### src/include/ds1_line_cfg_pkg.sv
// constants, types and reset state for the ds1 line interface config block
// assumes one 20 MHz clock domain and an AXI4-Lite master on the register side
package ds1_line_cfg_pkg;

  localparam int NUM_CH = 4;

  // ****************************************
  // register map
  // ****************************************
  // printed offsets are register indices; byte address is four times the index
  localparam logic [3:0][11:0] IFCFG_IDX  = {12'h400, 12'h300, 12'h200, 12'h100};
  localparam logic [3:0][11:0] CLKCFG_IDX = {12'h401, 12'h301, 12'h201, 12'h101};
  localparam logic [15:0] INT_STATUS_ADDR = 16'h0000;
  localparam logic [15:0] INT_CLEAR_ADDR  = 16'h0004;
  localparam logic [15:0] INT_ENABLE_ADDR = 16'h0008;

  localparam logic [7:0] IFCFG_RST      = 8'h00;
  localparam logic [7:0] CLKCFG_RST     = 8'h00;
  localparam logic [7:0] INT_ENABLE_RST = 8'h00;

  // ****************************************
  // field positions
  // ****************************************
  localparam int RAIL_MODE_BIT              = 7;
  localparam int BIPOLAR_SUBST_ENABLE_BIT   = 6;
  localparam int EXCESS_ZERO_COUNT_EN_BIT   = 5;
  localparam int HIGHWAY_YELLOW_PASS_EN_BIT = 4;
  localparam int FORCE_ONES_DENSITY_BIT     = 3;
  localparam int HIGHWAY_AIS_PASS_EN_BIT    = 2;
  localparam int AUX_IRQ_INPUT_EN_BIT       = 1;
  localparam int AUX_IRQ_INPUT_POLARITY_BIT = 0;
  localparam int TX_CLOCK_EDGE_SELECT_BIT   = 7;
  // slot bit 7 sits one place above the last bit shifted in
  localparam int FORCED_ONE_POS             = 1;
  // status layout: loss of signal in [3:0], excess zeros in [7:4]
  localparam int STATUS_EXZ_BASE            = 4;

  // ****************************************
  // line coding counts
  // ****************************************
  localparam logic [4:0] B8ZS_ZERO_RUN = 5'h08;
  localparam logic [4:0] AMI_ZERO_RUN  = 5'h10;
  localparam logic [4:0] ZERO_RUN_MAX  = 5'h1f;
  localparam logic [2:0] SLOT_LAST_BIT = 3'h7;
  localparam logic [2:0] SUB_V1 = 3'h3;
  localparam logic [2:0] SUB_B1 = 3'h4;
  localparam logic [2:0] SUB_V2 = 3'h6;
  localparam logic [2:0] SUB_B2 = 3'h7;

  localparam logic [1:0] RESP_OKAY   = 2'h0;
  localparam logic [1:0] RESP_SLVERR = 2'h2;

  typedef enum logic [1:0] {
    WR_IDLE = 2'b01,
    WR_RESP = 2'b10
  } wr_state_t;

  typedef struct packed {
    wr_state_t        wrSt;
    logic             awHave;
    logic [15:0]      awAddr;
    logic             wHave;
    logic [31:0]      wData;
    logic [3:0]       wStrb;
    logic             bValid;
    logic [1:0]       bResp;
    logic             rValid;
    logic [31:0]      rData;
    logic [1:0]       rResp;
    logic [3:0][7:0]  ifCfg;
    logic [3:0][7:0]  clkCfg;
    logic [7:0]       intStatus;
    logic [7:0]       intEnable;
    logic [3:0]       clkSync1;
    logic [3:0]       clkSync2;
    logic [3:0]       clkPrev;
    logic [3:0]       auxSync1;
    logic [3:0]       auxSync2;
    logic [3:0][7:0]  txSr;
    logic [3:0][2:0]  bitCnt;
    logic [3:0]       lastPol;
    logic [3:0][2:0]  subPos;
    logic [3:0]       subAct;
    logic [3:0]       posRail;
    logic [3:0]       negRail;
    logic [3:0]       nrzData;
    logic [3:0]       lineMode;
    logic [3:0]       sendYellow;
    logic [3:0]       sendAis;
    logic [3:0][4:0]  zeroRun;
    logic [3:0]       bpvInc;
    logic [3:0]       losEvt;
    logic             refA;
    logic             refB;
  } state_t;

  localparam state_t STATE_RST = '{
    wrSt:      WR_IDLE,
    ifCfg:     {4{IFCFG_RST}},
    clkCfg:    {4{CLKCFG_RST}},
    intEnable: INT_ENABLE_RST,
    default:   '0
  };

  function automatic logic [15:0] byte_addr(input logic [11:0] idx);
    return {2'b00, idx, 2'b00};
  endfunction

endpackage

### src/rtl/ds1_line_interface_config.sv
// line-side configuration, line coding and alarm pass-through for four ds1 channels
// assumes an AXI4-Lite master on sys_clk; link clocks and aux interrupt pins are
// asynchronous and are sampled here; all other inputs come from sys_clk logic
//
// The implementer's own choice: the AXI4-Lite slave port.

module ds1_line_interface_config
  import ds1_line_cfg_pkg::*;
(
  input  wire logic        sys_clk,
  input  wire logic        rst_n,
  input  wire logic [15:0] awaddr,
  input  wire logic        awvalid,
  output wire logic        awready,
  input  wire logic [31:0] wdata,
  input  wire logic [3:0]  wstrb,
  input  wire logic        wvalid,
  output wire logic        wready,
  output wire logic [1:0]  bresp,
  output wire logic        bvalid,
  input  wire logic        bready,
  input  wire logic [15:0] araddr,
  input  wire logic        arvalid,
  output wire logic        arready,
  output wire logic [31:0] rdata,
  output wire logic [1:0]  rresp,
  output wire logic        rvalid,
  input  wire logic        rready,
  input  wire logic [3:0]  lineTxClock,
  input  wire logic [3:0]  txData,
  input  wire logic [3:0]  txSlotSync,
  input  wire logic [3:0]  txModeEn,
  input  wire logic [3:0]  fastSync,
  input  wire logic [3:0]  highwayYellow,
  input  wire logic [3:0]  highwayAis,
  input  wire logic [3:0]  rxBit,
  input  wire logic [3:0]  rxBitValid,
  input  wire logic [3:0]  rxCodeViolation,
  input  wire logic [3:0]  lossOfSignal,
  input  wire logic [3:0]  auxIrqInputPin,
  input  wire logic        clockRefInA,
  input  wire logic        clockRefInB,
  output wire logic [3:0]  posRail,
  output wire logic [3:0]  negRail,
  output wire logic [3:0]  nrzData,
  output wire logic [3:0]  lineModeOutput,
  output wire logic [3:0]  sendYellow,
  output wire logic [3:0]  sendAis,
  output wire logic [3:0]  bpvCountInc,
  output wire logic [3:0]  losEvent,
  output wire logic        clockRefOutA,
  output wire logic        clockRefOutB,
  output wire logic        irq
);

  state_t     s;
  state_t     next_s;
  logic [3:0] txEdge;
  logic [3:0] auxAct;
  logic [3:0] auxHold;
  logic       wrFire;

  // ****************************************
  // per channel edge and aux level decode
  // ****************************************
  for (genvar g = 0; g < NUM_CH; g++) begin : g_ch
    // rising edges when set, falling edges when clear
    assign txEdge[g] = s.clkCfg[g][TX_CLOCK_EDGE_SELECT_BIT] ?
                       (s.clkSync2[g] & ~s.clkPrev[g]) : (~s.clkSync2[g] & s.clkPrev[g]);
    // polarity 1 means a low pin is active
    assign auxAct[g]  = s.auxSync2[g] ^ s.ifCfg[g][AUX_IRQ_INPUT_POLARITY_BIT];
    assign auxHold[g] = auxAct[g] & s.ifCfg[g][AUX_IRQ_INPUT_EN_BIT];
  end

  assign wrFire  = (s.wrSt == WR_IDLE) && s.awHave && s.wHave;
  assign awready = (s.wrSt == WR_IDLE) && !s.awHave;
  assign wready  = (s.wrSt == WR_IDLE) && !s.wHave;
  assign arready = !s.rValid;

  // ****************************************
  // next state
  // ****************************************
  always_comb begin
    logic [7:0] sr;
    logic [7:0] setBits;
    logic [7:0] clrBits;
    logic [2:0] pos;
    logic [4:0] thr;
    logic       pol;
    logic       pulse;
    logic       exz;
    next_s  = s;
    sr      = '0;
    setBits = '0;
    clrBits = '0;
    pos     = '0;
    thr     = '0;
    pol     = 1'b0;
    pulse   = 1'b0;
    exz     = 1'b0;

    next_s.clkSync1 = lineTxClock;
    next_s.clkSync2 = s.clkSync1;
    next_s.clkPrev  = s.clkSync2;
    next_s.auxSync1 = auxIrqInputPin;
    next_s.auxSync2 = s.auxSync1;

    // address and data may arrive in either order
    if (awvalid && awready) begin
      next_s.awHave = 1'b1;
      next_s.awAddr = awaddr;
    end
    if (wvalid && wready) begin
      next_s.wHave = 1'b1;
      next_s.wData = wdata;
      next_s.wStrb = wstrb;
    end
    if (wrFire) begin
      next_s.bResp = RESP_SLVERR;
      for (int i = 0; i < NUM_CH; i++) begin
        if (s.awAddr == byte_addr(IFCFG_IDX[i])) begin
          next_s.bResp = RESP_OKAY;
          if (s.wStrb[0]) next_s.ifCfg[i] = s.wData[7:0];
        end
        if (s.awAddr == byte_addr(CLKCFG_IDX[i])) begin
          next_s.bResp = RESP_OKAY;
          if (s.wStrb[0]) next_s.clkCfg[i] = s.wData[7:0];
        end
      end
      if (s.awAddr == INT_STATUS_ADDR) next_s.bResp = RESP_OKAY;
      if (s.awAddr == INT_CLEAR_ADDR) begin
        next_s.bResp = RESP_OKAY;
        if (s.wStrb[0]) clrBits = s.wData[7:0];
      end
      if (s.awAddr == INT_ENABLE_ADDR) begin
        next_s.bResp = RESP_OKAY;
        if (s.wStrb[0]) next_s.intEnable = s.wData[7:0];
      end
      next_s.awHave = 1'b0;
      next_s.wHave  = 1'b0;
      next_s.bValid = 1'b1;
      next_s.wrSt   = WR_RESP;
    end
    case (s.wrSt)
      WR_IDLE: ;
      WR_RESP: begin
        if (bready) begin
          next_s.bValid = 1'b0;
          next_s.wrSt   = WR_IDLE;
        end
      end
      default: next_s.wrSt = WR_IDLE;
    endcase

    if (s.rValid && rready) next_s.rValid = 1'b0;
    if (arvalid && arready) begin
      next_s.rValid = 1'b1;
      next_s.rData  = '0;
      next_s.rResp  = RESP_SLVERR;
      for (int i = 0; i < NUM_CH; i++) begin
        if (araddr == byte_addr(IFCFG_IDX[i])) begin
          next_s.rData = {24'h000000, s.ifCfg[i]};
          next_s.rResp = RESP_OKAY;
        end
        if (araddr == byte_addr(CLKCFG_IDX[i])) begin
          next_s.rData = {24'h000000, s.clkCfg[i]};
          next_s.rResp = RESP_OKAY;
        end
      end
      if (araddr == INT_STATUS_ADDR) begin
        next_s.rData = {24'h000000, s.intStatus};
        next_s.rResp = RESP_OKAY;
      end
      // clear register is write-only and reads as zero
      if (araddr == INT_CLEAR_ADDR) next_s.rResp = RESP_OKAY;
      if (araddr == INT_ENABLE_ADDR) begin
        next_s.rData = {24'h000000, s.intEnable};
        next_s.rResp = RESP_OKAY;
      end
    end

    for (int i = 0; i < NUM_CH; i++) begin
      // ****************************************
      // transmit path
      // ****************************************
      next_s.sendYellow[i] = txModeEn[i] & highwayYellow[i]
                           & s.ifCfg[i][HIGHWAY_YELLOW_PASS_EN_BIT];
      next_s.sendAis[i]    = txModeEn[i] & highwayAis[i]
                           & s.ifCfg[i][HIGHWAY_AIS_PASS_EN_BIT];
      next_s.lineMode[i]   = !s.ifCfg[i][RAIL_MODE_BIT] & !fastSync[i]
                           & s.ifCfg[i][BIPOLAR_SUBST_ENABLE_BIT];
      if (txEdge[i]) begin
        pos              = txSlotSync[i] ? 3'h0 : s.bitCnt[i];
        next_s.bitCnt[i] = pos + 3'h1;
        // ais replaces payload with all ones ahead of the coder
        sr = {s.txSr[i][6:0], s.sendAis[i] | txData[i]};
        if (pos == SLOT_LAST_BIT && sr == 8'h00 && s.ifCfg[i][FORCE_ONES_DENSITY_BIT]
            && !s.ifCfg[i][BIPOLAR_SUBST_ENABLE_BIT]) begin
          sr[FORCED_ONE_POS] = 1'b1;
        end
        next_s.txSr[i]    = sr;
        next_s.nrzData[i] = s.txSr[i][7];
        pulse = 1'b0;
        pol   = 1'b0;
        if (s.ifCfg[i][RAIL_MODE_BIT]) begin
          // eight-bit delay line gives the lookahead that substitution needs
          if (s.subAct[i]) begin
            next_s.subPos[i] = s.subPos[i] + 3'h1;
            next_s.subAct[i] = s.subPos[i] != SUB_B2;
            case (s.subPos[i])
              SUB_V1, SUB_V2: begin
                pulse = 1'b1;
                pol   = s.lastPol[i];
              end
              SUB_B1, SUB_B2: begin
                pulse = 1'b1;
                pol   = !s.lastPol[i];
              end
              default: pulse = 1'b0;
            endcase
          end else if (s.ifCfg[i][BIPOLAR_SUBST_ENABLE_BIT] && s.txSr[i] == 8'h00) begin
            next_s.subAct[i] = 1'b1;
            next_s.subPos[i] = 3'h1;
          end else if (s.txSr[i][7]) begin
            pulse = 1'b1;
            pol   = !s.lastPol[i];
          end
          // violations repeat the last polarity and leave it unchanged
          if (pulse && pol != s.lastPol[i]) next_s.lastPol[i] = pol;
        end
        next_s.posRail[i] = pulse & pol;
        next_s.negRail[i] = pulse & !pol;
      end

      // ****************************************
      // receive excess zeros
      // ****************************************
      thr = s.ifCfg[i][BIPOLAR_SUBST_ENABLE_BIT] ? B8ZS_ZERO_RUN : AMI_ZERO_RUN;
      exz = 1'b0;
      next_s.bpvInc[i] = 1'b0;
      if (rxBitValid[i]) begin
        if (rxBit[i]) next_s.zeroRun[i] = '0;
        else if (s.zeroRun[i] != ZERO_RUN_MAX) next_s.zeroRun[i] = s.zeroRun[i] + 5'h01;
        // one hit per run: the count passes the threshold once
        exz = s.ifCfg[i][EXCESS_ZERO_COUNT_EN_BIT] & !rxBit[i]
            & (s.zeroRun[i] + 5'h01 == thr);
        next_s.bpvInc[i] = rxCodeViolation[i] | exz;
      end

      next_s.losEvt[i] = lossOfSignal[i] | auxHold[i];
      setBits[i] = next_s.losEvt[i];
      setBits[STATUS_EXZ_BASE + i] = exz;
    end

    // set beats a clear landing in the same cycle
    next_s.intStatus = (s.intStatus & ~clrBits) | setBits;
    next_s.refA = clockRefInA & !(|auxHold);
    next_s.refB = clockRefInB & !(|auxHold);
  end

  always_ff @(posedge sys_clk or negedge rst_n) begin
    if (!rst_n) s <= STATE_RST;
    else s <= next_s;
  end

  assign bresp          = s.bResp;
  assign bvalid         = s.bValid;
  assign rdata          = s.rData;
  assign rresp          = s.rResp;
  assign rvalid         = s.rValid;
  assign posRail        = s.posRail;
  assign negRail        = s.negRail;
  assign nrzData        = s.nrzData;
  assign lineModeOutput = s.lineMode;
  assign sendYellow     = s.sendYellow;
  assign sendAis        = s.sendAis;
  assign bpvCountInc    = s.bpvInc;
  assign losEvent       = s.losEvt;
  assign clockRefOutA   = s.refA;
  assign clockRefOutB   = s.refB;
  assign irq            = |(s.intStatus & s.intEnable);

  for (genvar g = 0; g < NUM_CH; g++) begin : g_chk

  end
endmodule

### config.mk
export PLATFORM = sky130hd
export DESIGN_NAME = ds1_line_interface_config
export DESIGN_NICKNAME = d
export VERILOG_FILES = /design/src/include/ds1_line_cfg_pkg.sv /design/src/rtl/ds1_line_interface_config.sv
export SDC_FILE = /design/constraint.sdc
export NUM_CORES = 1
export LEC_CHECK = 0
export ABC_CLOCK_PERIOD_IN_PS = 2400
export BUFFER_PORTS_ARGS = -buffer_cell sky130_fd_sc_hd__buf_2
export CAP_MARGIN = 20
export CORE_AREA = 4 4 165 167
export DETAILED_ROUTE_END_ITERATION = 16
export DIE_AREA = 0 0 169 171
export PLACE_DENSITY = 0.74
export SLEW_MARGIN = 20
export SYNTH_ARGS = -nofsm -noshare
export SYNTH_HDL_FRONTEND = slang
export SYNTH_SLANG_ARGS = --single-unit
### constraint.sdc
create_clock -name sys_clk -period 2.4 [get_ports sys_clk]
set_clock_uncertainty 0.15 [all_clocks]
set_input_delay 0.36 -clock sys_clk [delete_from_list [all_inputs] [get_ports sys_clk]]
set_output_delay 0.36 -clock sys_clk [all_outputs]
set_load 0.02 [all_outputs]
==> implementation parameters, run 1 <==
Parameter                              Value

Synthesis
  Sequential fraction of the synthesis area    51.8%
  Most used flip-flop cell after synthesis    sky130_fd_sc_hd__dfrtp_1
  Number of cells produced by synthesis    1116
  Mapped Avg Cell Area    11.2 sq um
  Count of yosys warnings during synthesis    0
  Most frequent cell after synthesis    sky130_fd_sc_hd__dfrtp_1
  Most used standard cells in the synthesized netlist    258 x sky130_fd_sc_hd__dfrtp_1, 139 x sky130_fd_sc_hd__mux2_2, 79 x sky130_fd_sc_hd__nand2_1
  Number of storage elements in the synthesis netlist    259
  Number of library cell types mapped by synthesis    65
  Cell area after synthesis    12500 sq um
  Post-synthesis cell type with the largest combined area    sky130_fd_sc_hd__dfrtp_1
  Async set-or-reset flop fraction in the synthesized netlist    100%
  Post-synth EDFFs    0
  Most area-consuming cells after synthesis    sky130_fd_sc_hd__dfrtp_1 52%, sky130_fd_sc_hd__mux2_2 12%, sky130_fd_sc_hd__buf_4 4.1%
  Portion of synthesized cell area occupied by the leading cell type    51.5%

Floorplanning
  Area of the core    25800 sq um
  Boundary pin count    201
  Die width    169 microns
  Starting density of the core    48.6%
  Height of the die    171 microns
  Row count    59
  Floorplan die area    28900 sq um

Run status
  Failing checks    setup timing
  Result of the run    complete, but fails checks

Detailed routing
  Total routed wirelength    29.6 mm
  Antenna-violating nets left    0
  First-pass iteration count of the detailed router    5
  Routed via count    9256
  Vias per Instance    5.43
  Violation count after the first detailed-route iteration    589
  Average wire length per cell after detail routing    17.3 microns
  Drt drc    0

STA
  Unrepaired setup endpoints after global routing    true
  Rel. slew slack    56.8%
  Max Clk Rate    0.395 GHz
  Final WS setup    -0.130 ns
  Min Clock Period, post-route    2.53 ns
  Final clock period utilization by the worst path    105%
  Endpoints failing setup    41
  Total Neg Setup Slack    -2.21 ns
  Actual transition at the worst max-transition pin    0.631 ns
  Final number of max-transition violations    0
  Hold Worst Slack    0.0237 ns
  Number of hold violations in the final report    0

CTS
  CTS tree    yes
  Clk pin slew, worst setup/hold paths    0.06 ns
  Number of clock buffers inserted by TritonCTS    28
  Maximum root-to-sink buffer count    3
  H-Tree Depth    1
  Worst-Skew Late Latency    0.53 ns
  CTS Root Buffer Type    sky130_fd_sc_hd__clkbuf_16
  Number of clock sinks    259

Power and ir drop
  Total power after layout    12.2 mW
  Power density normalized to cell area    774 nW/um^2
  Pleak    7.33 nW
  Worst IR drop on VDD    0.712 mV

Global route
  Congestion Overflow GR    0
  GR Util All Layers    20.1%
  Initial antenna violation count    1
  Number of global-route vias before repair    9329
  Pin count of the biggest net entering global routing    67
  Global-route wire length before repair    47.6 mm

Critical path
  Max FO, Critical Path    8
  Worst r2r dst    s[141]
  Reg-to-reg critical path startpoint    s[302]
  Worst reg-to-reg setup slack    -0.13 ns
  Critical Path AT    2.79 ns
  Element type at the critical path end    flip-flop
  Endpoint required time on the critical path    2.66 ns
  Type of the setup path with the least slack    reg -> reg
  R2R cell count    6
  Category of the worst setup path launch point    flip-flop

Placed design
  Setup slack at placement    -0.171 ns
  GPL Wtd Cong    0.841
  Placed Cells    1569
  Post-DP HPWL    20.3 mm
  Area after DPL    13600 sq um
  Port buffer count    147

Worst hold path
  Hold crit path type    in -> reg
  Launch point of the worst hold path    txSlotSync[2]
  Hold path endpoint    s[80]
  Min-Delay Path Depth    3

Layout
  Final Instance Count excl. Fillers    1706
  Area growth from synthesis to final layout    25.4%
  Fill cell count    1997
  Finished Core Util    60.9%
  Antenna cell count    0
  Share of post-route cells with drive strength above 1    31.5%
  Final standard cell area without fillers    15700 sq um
  Final layout net count    1514

Run
  Max-cap violations    0
==> worst max-delay path, stage by stage, from the launching register on <==
cell and delay, ns:
sky130_fd_sc_hd__dfrtp_1 0.39, sky130_fd_sc_hd__or3_4 0.40, sky130_fd_sc_hd__or3_4 0.34, sky130_fd_sc_hd__or4_4 0.47, sky130_fd_sc_hd__nor3_4 0.17, sky130_fd_sc_hd__buf_12 0.16, sky130_fd_sc_hd__mux2_2 0.33
==> cell usage in the layout (no fill, tap or decap), drive strengths merged, types with 38 or more instances in the layout <==
cell type	synthesis	final
a21oi	55	55
buf	78	205
clkbuf	29	43
dfrtp	258	258
dlygate4sd3	0	82
ha	38	38
inv	48	49
mux2	139	139
nand2	80	80
nor2	68	68
o22ai	39	39
==> final cells by class <==
class                      count  area (sq um)  area share (%)
sequential                   259          6480            41.3
timing repair buffer         287          2120            13.5
tap                          335           419            2.67
clock buffer                  43           878            5.59
inverter                      48           183            1.16
multi-input combinational    727          5550            35.3
clock inverter                 7          66.3           0.422
==> kinds of logic after synthesis <==
kind of cell	Yosys count	share of synthesized area, %
flip-flops	259	51.8
other	1	0.0299
adder cells (fa/ha/maj)	38	3.80
AND/OR/NAND/NOR	301	13.1
buffers and inverters	155	6.78
multiplexers	152	13.5
AO/OA/AOI/OAI	198	10.1
XOR/XNOR	12	0.839
==> sequential cells by signal, indices dropped and copies added (netlist names) <==
register / flops
rvalid: 1
negRail: 4
next_s: 12
bresp: 1
lineModeOutput: 4
rresp: 1
bvalid: 1
s: 201
posRail: 4
bpvCountInc: 4
nrzData: 4
clockRefOutA: 1
losEvent: 4
rdata: 8
sendAis: 4
sendYellow: 4
clockRefOutB: 1
==> per-layer routing <==
| metal | part of all wire, % | up-vias | track usage (%) |
|---|---|---|---|
| li1 | - | 4373 | - |
| met1 | 42 | 4540 | 27.0 |
| met2 | 49 | 284 | 33.9 |
| met3 | 6.3 | 57 | 3.84 |
| met4 | 2.5 | 2 | 5.50 |
| met5 | 0.024 | - | 0 |
==> how the worst max path moves through the flow <==
| stage | slack (ns) | depth (start not counted) | to | start |
|---|---|---|---|---|
| detailed placement | -0.17 | 5 | s[160] | s[300] |
| CTS | -0.1 | 6 | s[200] | s[300] |
| global route | -0.16 | 6 | s[141] | s[302] |
| finish | -0.13 | 6 | s[141] | s[302] |
| global placement | -0.12 | 5 | s[161] | s[300] |
| floorplan | -0.01 | 6 | s[194] | s[300] |
==> repair_timing <==
item,in CTS,in global routing
pin swaps,8,12
setup endpoints to repair,72,84
resized for setup,30,39
hold endpoints to repair,144,0
hold buffers,82,0
buffers inserted,2,3
==> power by group <==
| group | switching [mW] | internal, mW | total [mW] |
|---|---|---|---|
| clock network | 1.69 | 2.61 | 4.30 |
| registers | 0.744 | 4.99 | 5.74 |
| logic | 1.01 | 1.10 | 2.12 |
Power figures use the tool's default switching activity.
==> run 2: changes to the inputs <==
- CORE_AREA: 4 4 165 167 -> 4 4 161 163
- DIE_AREA: 0 0 169 171 -> 0 0 165 167
- PLACE_DENSITY: 0.74 -> 0.77
==> run 2 against run 1 <==
  * The run still ends with setup timing left
  * Sequential share of layout area is 0.46 points higher
  * Final area is 1.1% lower
  * Non-clock buffer count is 5 lower
  * Critical endpoint is now s[160]
  * Largest cell class unchanged
==> implementation parameters, run 2 (synthesis results as in run 1) <==
Parameter                              Value

Detailed routing
  Antenna-violating nets left    0 (unchanged)
  First-pass iteration count of the detailed router    5 (unchanged)
  Drt drc    0 (unchanged)
  Violation count after the first detailed-route iteration    698 (+19%)
  Average wire length per cell after detail routing    17.5 microns (+0.84%)
  Routed via count    9284 (+0.30%)
  Vias per Instance    5.49 (+1.2%)
  Total routed wirelength    29.6 mm (about the same)

Run
  Max-cap violations    0 (unchanged)

CTS
  CTS Root Buffer Type    sky130_fd_sc_hd__clkbuf_16
  Number of clock buffers inserted by TritonCTS    28 (unchanged)
  Worst-Skew Late Latency    0.53 ns (about the same)
  H-Tree Depth    1 (unchanged)
  Maximum root-to-sink buffer count    3 (unchanged)
  Clk pin slew, worst setup/hold paths    0.06 ns (about the same)
  CTS tree    yes
  Number of clock sinks    259 (unchanged)

Floorplanning
  Boundary pin count    201 (unchanged)
  Area of the core    24300 sq um (-5.6%)
  Height of the die    167 microns (-2.3%)
  Die width    165 microns (-2.4%)
  Starting density of the core    51.5% (+2.9 points)
  Row count    57 (-3.4%)
  Floorplan die area    27600 sq um (-4.7%)

Critical path
  Slowest stage cell on the critical path    sky130_fd_sc_hd__or4_4
  Cell chain of the critical path    or4_4 -> nor4_4 -> nand2_1 -> or3_4 -> mux2_2
  Critical Path AT    2.78 ns (about the same)
  Launching instance or port of the critical path    s[300]
  Max FO, Critical Path    8 (unchanged)
  Category of the worst setup path launch point    flip-flop
  Element type at the critical path end    flip-flop
  Type of the setup path with the least slack    reg -> reg
  Worst reg-to-reg setup slack    -0.12 ns (about the same)
  Reg-to-reg critical path startpoint    s[300]
  Slowest cell delay on critical path    0.55 ns (+0.08 ns)
  Endpoint required time on the critical path    2.66 ns (about the same)

STA
  Final WS setup    -0.120 ns (+0.00938 ns)
  Min Clock Period, post-route    2.52 ns (-0.00938 ns)
  Number of hold violations in the final report    0 (unchanged)
  Rel. slew slack    54.5% (-2.3 points)
  Actual transition at the worst max-transition pin    0.680 ns (+0.0491 ns)
  Final clock period utilization by the worst path    105% (-0.39 points)
  Endpoints failing setup    58 (+41%)
  Final number of max-transition violations    0 (unchanged)
  Unrepaired setup endpoints after global routing    true
  Max Clk Rate    0.397 GHz (+0.37%)

Layout
  Final standard cell area without fillers    15500 sq um (-1.1%)
  Fill cell count    1820 (-8.9%)
  Footprint of the multi-input gates    5480 sq um (-1.2%)
  Area growth from synthesis to final layout    24.0%
  Most frequent cells in the layout    256 x sky130_fd_sc_hd__dfrtp_1, 146 x sky130_fd_sc_hd__buf_2, 111 x sky130_fd_sc_hd__mux2_2
  Biggest register    s
  Finished Core Util    63.9% (+2.9 points)
  Final layout net count    1509 (-0.33%)
  Flip-flop count of the largest register after layout    201 (unchanged)
  Antenna cell count    0 (unchanged)
  Most frequent standard cell in the layout excluding fill and tap cells    sky130_fd_sc_hd__dfrtp_1
  Share of post-route cells with drive strength above 1    30.5% (-1.0 points)
  Register area    6480 sq um (about the same)

Placed design
  Port buffer count    147 (unchanged)
  Post-DP HPWL    20.0 mm (-1.6%)
  GPL Wtd Cong    0.849 (+1.0%)
  Setup slack at placement    -0.179 ns (-0.00801 ns)
  Area after DPL    13600 sq um (-0.36%)

Power and ir drop
  Pleak    7.24 nW (-1.2%)
  Power density normalized to cell area    772 nW/um^2 (-0.32%)
  Worst IR drop on VDD    0.687 mV (-3.5%)

Global route
  Pin count of the biggest net entering global routing    61 (-9.0%)
  Initial antenna violation count    0 (-1)
  Congestion Overflow GR    0 (unchanged)
  Global-route wire length before repair    47.7 mm (+0.20%)
  Number of global-route vias before repair    9251 (-0.84%)
  GR Util All Layers    21.3% (+1.1 points)

Worst hold path
  Hold crit path type    in -> reg
  Launch point of the worst hold path    rxBitValid[0]

Run status
  Result of the run    complete, but fails checks
  Failing checks    setup timing
run 2: cell count changes in the layout (fill, tap and decap cells not counted), sizes merged:
cell,before,now
clkinvlp,1,2
clkinv,4,7
inv,49,48
dlygate4sd3,82,83
clkbuf,43,41
buf,205,199
run 2: through the flow:
step	cells	hold WS, ns	setup TNS (ns)	power [mW]
2_1_floorplan	1141	-0.0856	-0.191	6.95
3_3_place_gp	1555	0.158	-3.60	7.52
3_5_place_dp	1555	0.167	-5.77	7.63
4_1_cts	1692	0.00146	-2.55	12.0
5_1_grt	1691	0.0252	-8.28	12.6
6_report	1691	0.0153	-3.64	12.0
run 2: what timing repair did:
item / 4_1_cts / 5_1_grt
buffers inserted: 2 / 0
hold buffers: 84 / 0
setup endpoints to repair: 70 / 84
gates resized for setup: 26 / 26
hold endpoints to repair: 143 / 0
pin swaps: 3 / 3
run 2: final cells by class:
class / instances / share of cell area (%)
timing repair buffer: 282 / 13.3
multi-input combinational: 727 / 35.3
clock buffer: 41 / 5.35
clock inverter: 10 / 0.516
sequential: 259 / 41.8
inverter: 48 / 1.18
tap: 324 / 2.61
run 2: critical path, delay by kind of cell, from the launching register on:
family        cells  cell delay (ns)
simple gates      4             1.59
mux               1             0.29
flops             1             0.37
run 2: power breakdown:
part / switching (mW) / internal, mW / total (mW) / leakage [nW]
Combinational: 0.974 / 1.07 / 2.04 / 3.50
Clock: 1.72 / 2.50 / 4.22 / 0.449
Sequential: 0.733 / 4.99 / 5.73 / 3.29
Total: 3.43 / 8.56 / 12.0 / 7.24
run 2: path summary, 6_finish.rpt:
path,cells past startpoint,end
max,5,s[160]
min,2,s[11]
max reg2reg,5,s[160]
min reg2reg,0,s[118]
max in group asynchronous,3,negRail[2]
min in group asynchronous,2,rdata[1]
run 2: routing by layer:
metal / share of wire (%) / GRT usage, % / up-vias
met2: 48 / 34.6 / 312
met1: 42 / 28.8 / 4560
met5: 0 / 0 / -
met4: 3.4 / 7.56 / 0
li1: - / - / 4356
met3: 6.1 / 3.71 / 56
==> run 3: changes to the inputs <==
- SETUP_SLACK_MARGIN: not set -> 0.2
==> run 3 against run 2 <==
  * The run still ends with setup timing left
  * Worst setup slack gained 0.024 ns
  * Clock power up 3%
  * Hold slack lost 0.0018 ns
  * Global-route usage rose by 0.40 points
  * Critical path depth increased by 1
  * Utilization is 1.5 points higher
  * Die area unchanged
  * Critical endpoint is now s[139]
==> implementation parameters, run 3 (synthesis results as in run 1) <==
Parameter                              Value

Run status
  Result of the run    complete, but fails checks
  Failing checks    setup timing

Layout
  Most frequent cells in the layout    258 x sky130_fd_sc_hd__dfrtp_1, 143 x sky130_fd_sc_hd__buf_2, 97 x sky130_fd_sc_hd__mux2_2
  Flip-flop count of the largest register after layout    201 (unchanged)
  Final standard cell area without fillers    15900 sq um (+2.4%)
  Area growth from synthesis to final layout    27.0%
  Final Instance Count excl. Fillers    1702 (+0.65%)
  Most frequent standard cell in the layout excluding fill and tap cells    sky130_fd_sc_hd__dfrtp_1
  Fill cell count    1788 (-1.8%)
  Final layout net count    1518 (+0.60%)
  Finished Core Util    65.4% (+1.5 points)
  Biggest register    s
  Share of post-route cells with drive strength above 1    32.1% (+1.6 points)
  Register area    6480 sq um (about the same)
  Footprint of the multi-input gates    5660 sq um (+3.2%)

Detailed routing
  Routed via count    9321 (+0.40%)
  Violation count after the first detailed-route iteration    674 (-3.4%)
  Antenna-violating nets left    0 (unchanged)
  Total routed wirelength    30.2 mm (+2.2%)
  Vias per Instance    5.48 (-0.25%)
  Drt drc    0 (unchanged)
  Average wire length per cell after detail routing    17.8 microns (+1.5%)
  First-pass iteration count of the detailed router    5 (unchanged)

STA
  Endpoints failing setup    22 (-62%)
  Actual transition at the worst max-transition pin    0.605 ns (-0.0753 ns)
  Final WS setup    -0.0958 ns (+0.0243 ns)
  Final clock period utilization by the worst path    104% (-1.0 points)
  Unrepaired setup endpoints after global routing    true
  Rel. slew slack    59.7% (+5.1 points)
  Max Clk Rate    0.401 GHz (+0.97%)
  Min Clock Period, post-route    2.50 ns (-0.0243 ns)
  Final number of max-transition violations    0 (unchanged)
  Hold Worst Slack    0.0135 ns (-0.00181 ns)
  Number of hold violations in the final report    0 (unchanged)

Global route
  Global-route wire length before repair    48.7 mm (+2.0%)
  Number of global-route vias before repair    9490 (+2.6%)
  GR Util All Layers    21.7% (+0.40 points)
  Congestion Overflow GR    0 (unchanged)
  Initial antenna violation count    1 (+1)
  Pin count of the biggest net entering global routing    72 (+18%)

Power and ir drop
  Pleak    7.41 nW (+2.3%)
  Clk network pwr share    35.1% (about the same)
  Fraction of power spent switching nets    29.0% (+0.42 points)
  Comb power frac    18.3% (+1.3 points)
  Switching Power    3.59 mW (+4.9%)
  Worst IR drop on VDD    0.786 mV (+14%)
  Reg power frac    46.6% (-1.2 points)
  Internal Dissipation    8.79 mW (+2.8%)
  Power density normalized to cell area    779 nW/um^2 (+0.93%)

Critical path
  Critical Path AT    2.77 ns (about the same)
  Worst r2r dst    s[139]
  Type of the setup path with the least slack    reg -> reg
  Element type at the critical path end    flip-flop
  Category of the worst setup path launch point    flip-flop
  Max FO, Critical Path    8 (unchanged)
  Endpoint required time on the critical path    2.67 ns (about the same)
  Worst reg-to-reg setup slack    -0.1 ns (+0.02 ns)
  Reg-to-reg critical path startpoint    s[302]
  R2R cell count    6 (+1)

Placed design
  Post-DP HPWL    20.7 mm (+3.7%)
  Port buffer count    147 (unchanged)
  Setup slack at placement    -0.138 ns (+0.0407 ns)
  Area after DPL    13700 sq um (+1.2%)
  GPL Wtd Cong    0.875 (+3.0%)
  Placed Cells    1559 (+0.26%)

Worst hold path
  Launch point of the worst hold path    txSlotSync[3]
  Hold crit path type    in -> reg
  Hold path endpoint    s[83]
  Min-Delay Path Depth    3 (+1)

CTS
  H-Tree Depth    1 (unchanged)
  Number of clock buffers inserted by TritonCTS    28 (unchanged)
  CTS tree    yes
  Number of clock sinks    259 (unchanged)
  Maximum root-to-sink buffer count    3 (unchanged)
  Worst-Skew Late Latency    0.54 ns (about the same)
  CTS Root Buffer Type    sky130_fd_sc_hd__clkbuf_16
  Clk pin slew, worst setup/hold paths    0.06 ns (about the same)

Floorplanning
  Starting density of the core    51.5% (unchanged)
  Die width    165 microns (unchanged)
  Row count    57 (unchanged)
  Area of the core    24300 sq um (unchanged)
  Boundary pin count    201 (unchanged)
  Height of the die    167 microns (unchanged)
  Floorplan die area    27600 sq um (unchanged)

Run
  Max-cap violations    0 (unchanged)
## run 3: per-stage QoR
step	setup TNS, ns	total power [mW]
4_1_cts	-2.05	12.3
3_3_place_gp	-1.83	7.57
6_report	-1.38	12.4
3_5_place_dp	-3.63	7.69
5_1_grt	-4.98	13.0
2_1_floorplan	-0.217	6.97
## run 3: cell type report
class                      count  share of cell area (%)
timing repair buffer         291                    14.0
inverter                      48                    1.15
sequential                   259                    40.8
multi-input combinational    727                    35.6
tap                          324                    2.55
clock inverter                 9                   0.574
clock buffer                  43                    5.40
antenna                        1                  0.0157
## run 3: repair_timing
action | 4_1_cts | 5_1_grt
resized for setup | 42 | 41
buffers inserted | 3 | 6
hold buffers | 81 | 0
hold endpoints to repair | 152 | 0
endpoints found under the setup margin | 83 | 87
pin swaps | 9 | 7
## run 3: how the worst max path moves through the flow
stage / end / cells after the start / slack, ns / startpoint
6_report: s[139] / 6 / -0.1 / s[302]
3_3_place_gp: s[201] / 6 / -0.09 / s[300]
3_5_place_dp: s[198] / 6 / -0.14 / s[300]
5_1_grt: s[216] / 6 / -0.13 / s[302]
2_1_floorplan: s[194] / 6 / -0.01 / s[300]
4_1_cts: s[195] / 6 / -0.1 / s[300]
## run 3: layer usage
metal	part of all wire, %	routed length, microns	GRT usage (%)
met4	3.1	925	6.33
met5	0	0	0
met1	41	12400	28.7
met3	5.9	1790	3.68
met2	50	15100	36.7
## run 3: critical path, cell delays in order, from the launching register on
cell                      delay, ns
sky130_fd_sc_hd__dfrtp_1       0.37
sky130_fd_sc_hd__or3_4         0.39
sky130_fd_sc_hd__or3_4         0.34
sky130_fd_sc_hd__or4_4         0.48
sky130_fd_sc_hd__nor3_4        0.18
sky130_fd_sc_hd__buf_12        0.17
sky130_fd_sc_hd__mux2_4        0.30
## run 3: power groups by stage
stage / registers, mW / logic (mW) / clock network, mW
final: 5.77 / 2.27 / 4.34
after global routing: 5.86 / 2.49 / 4.61
after CTS: 5.74 / 2.14 / 4.40
after floorplan: 5.43 / 1.54 / 0
after global placement: 5.72 / 1.85 / 0
after detailed placement: 5.77 / 1.93 / 0
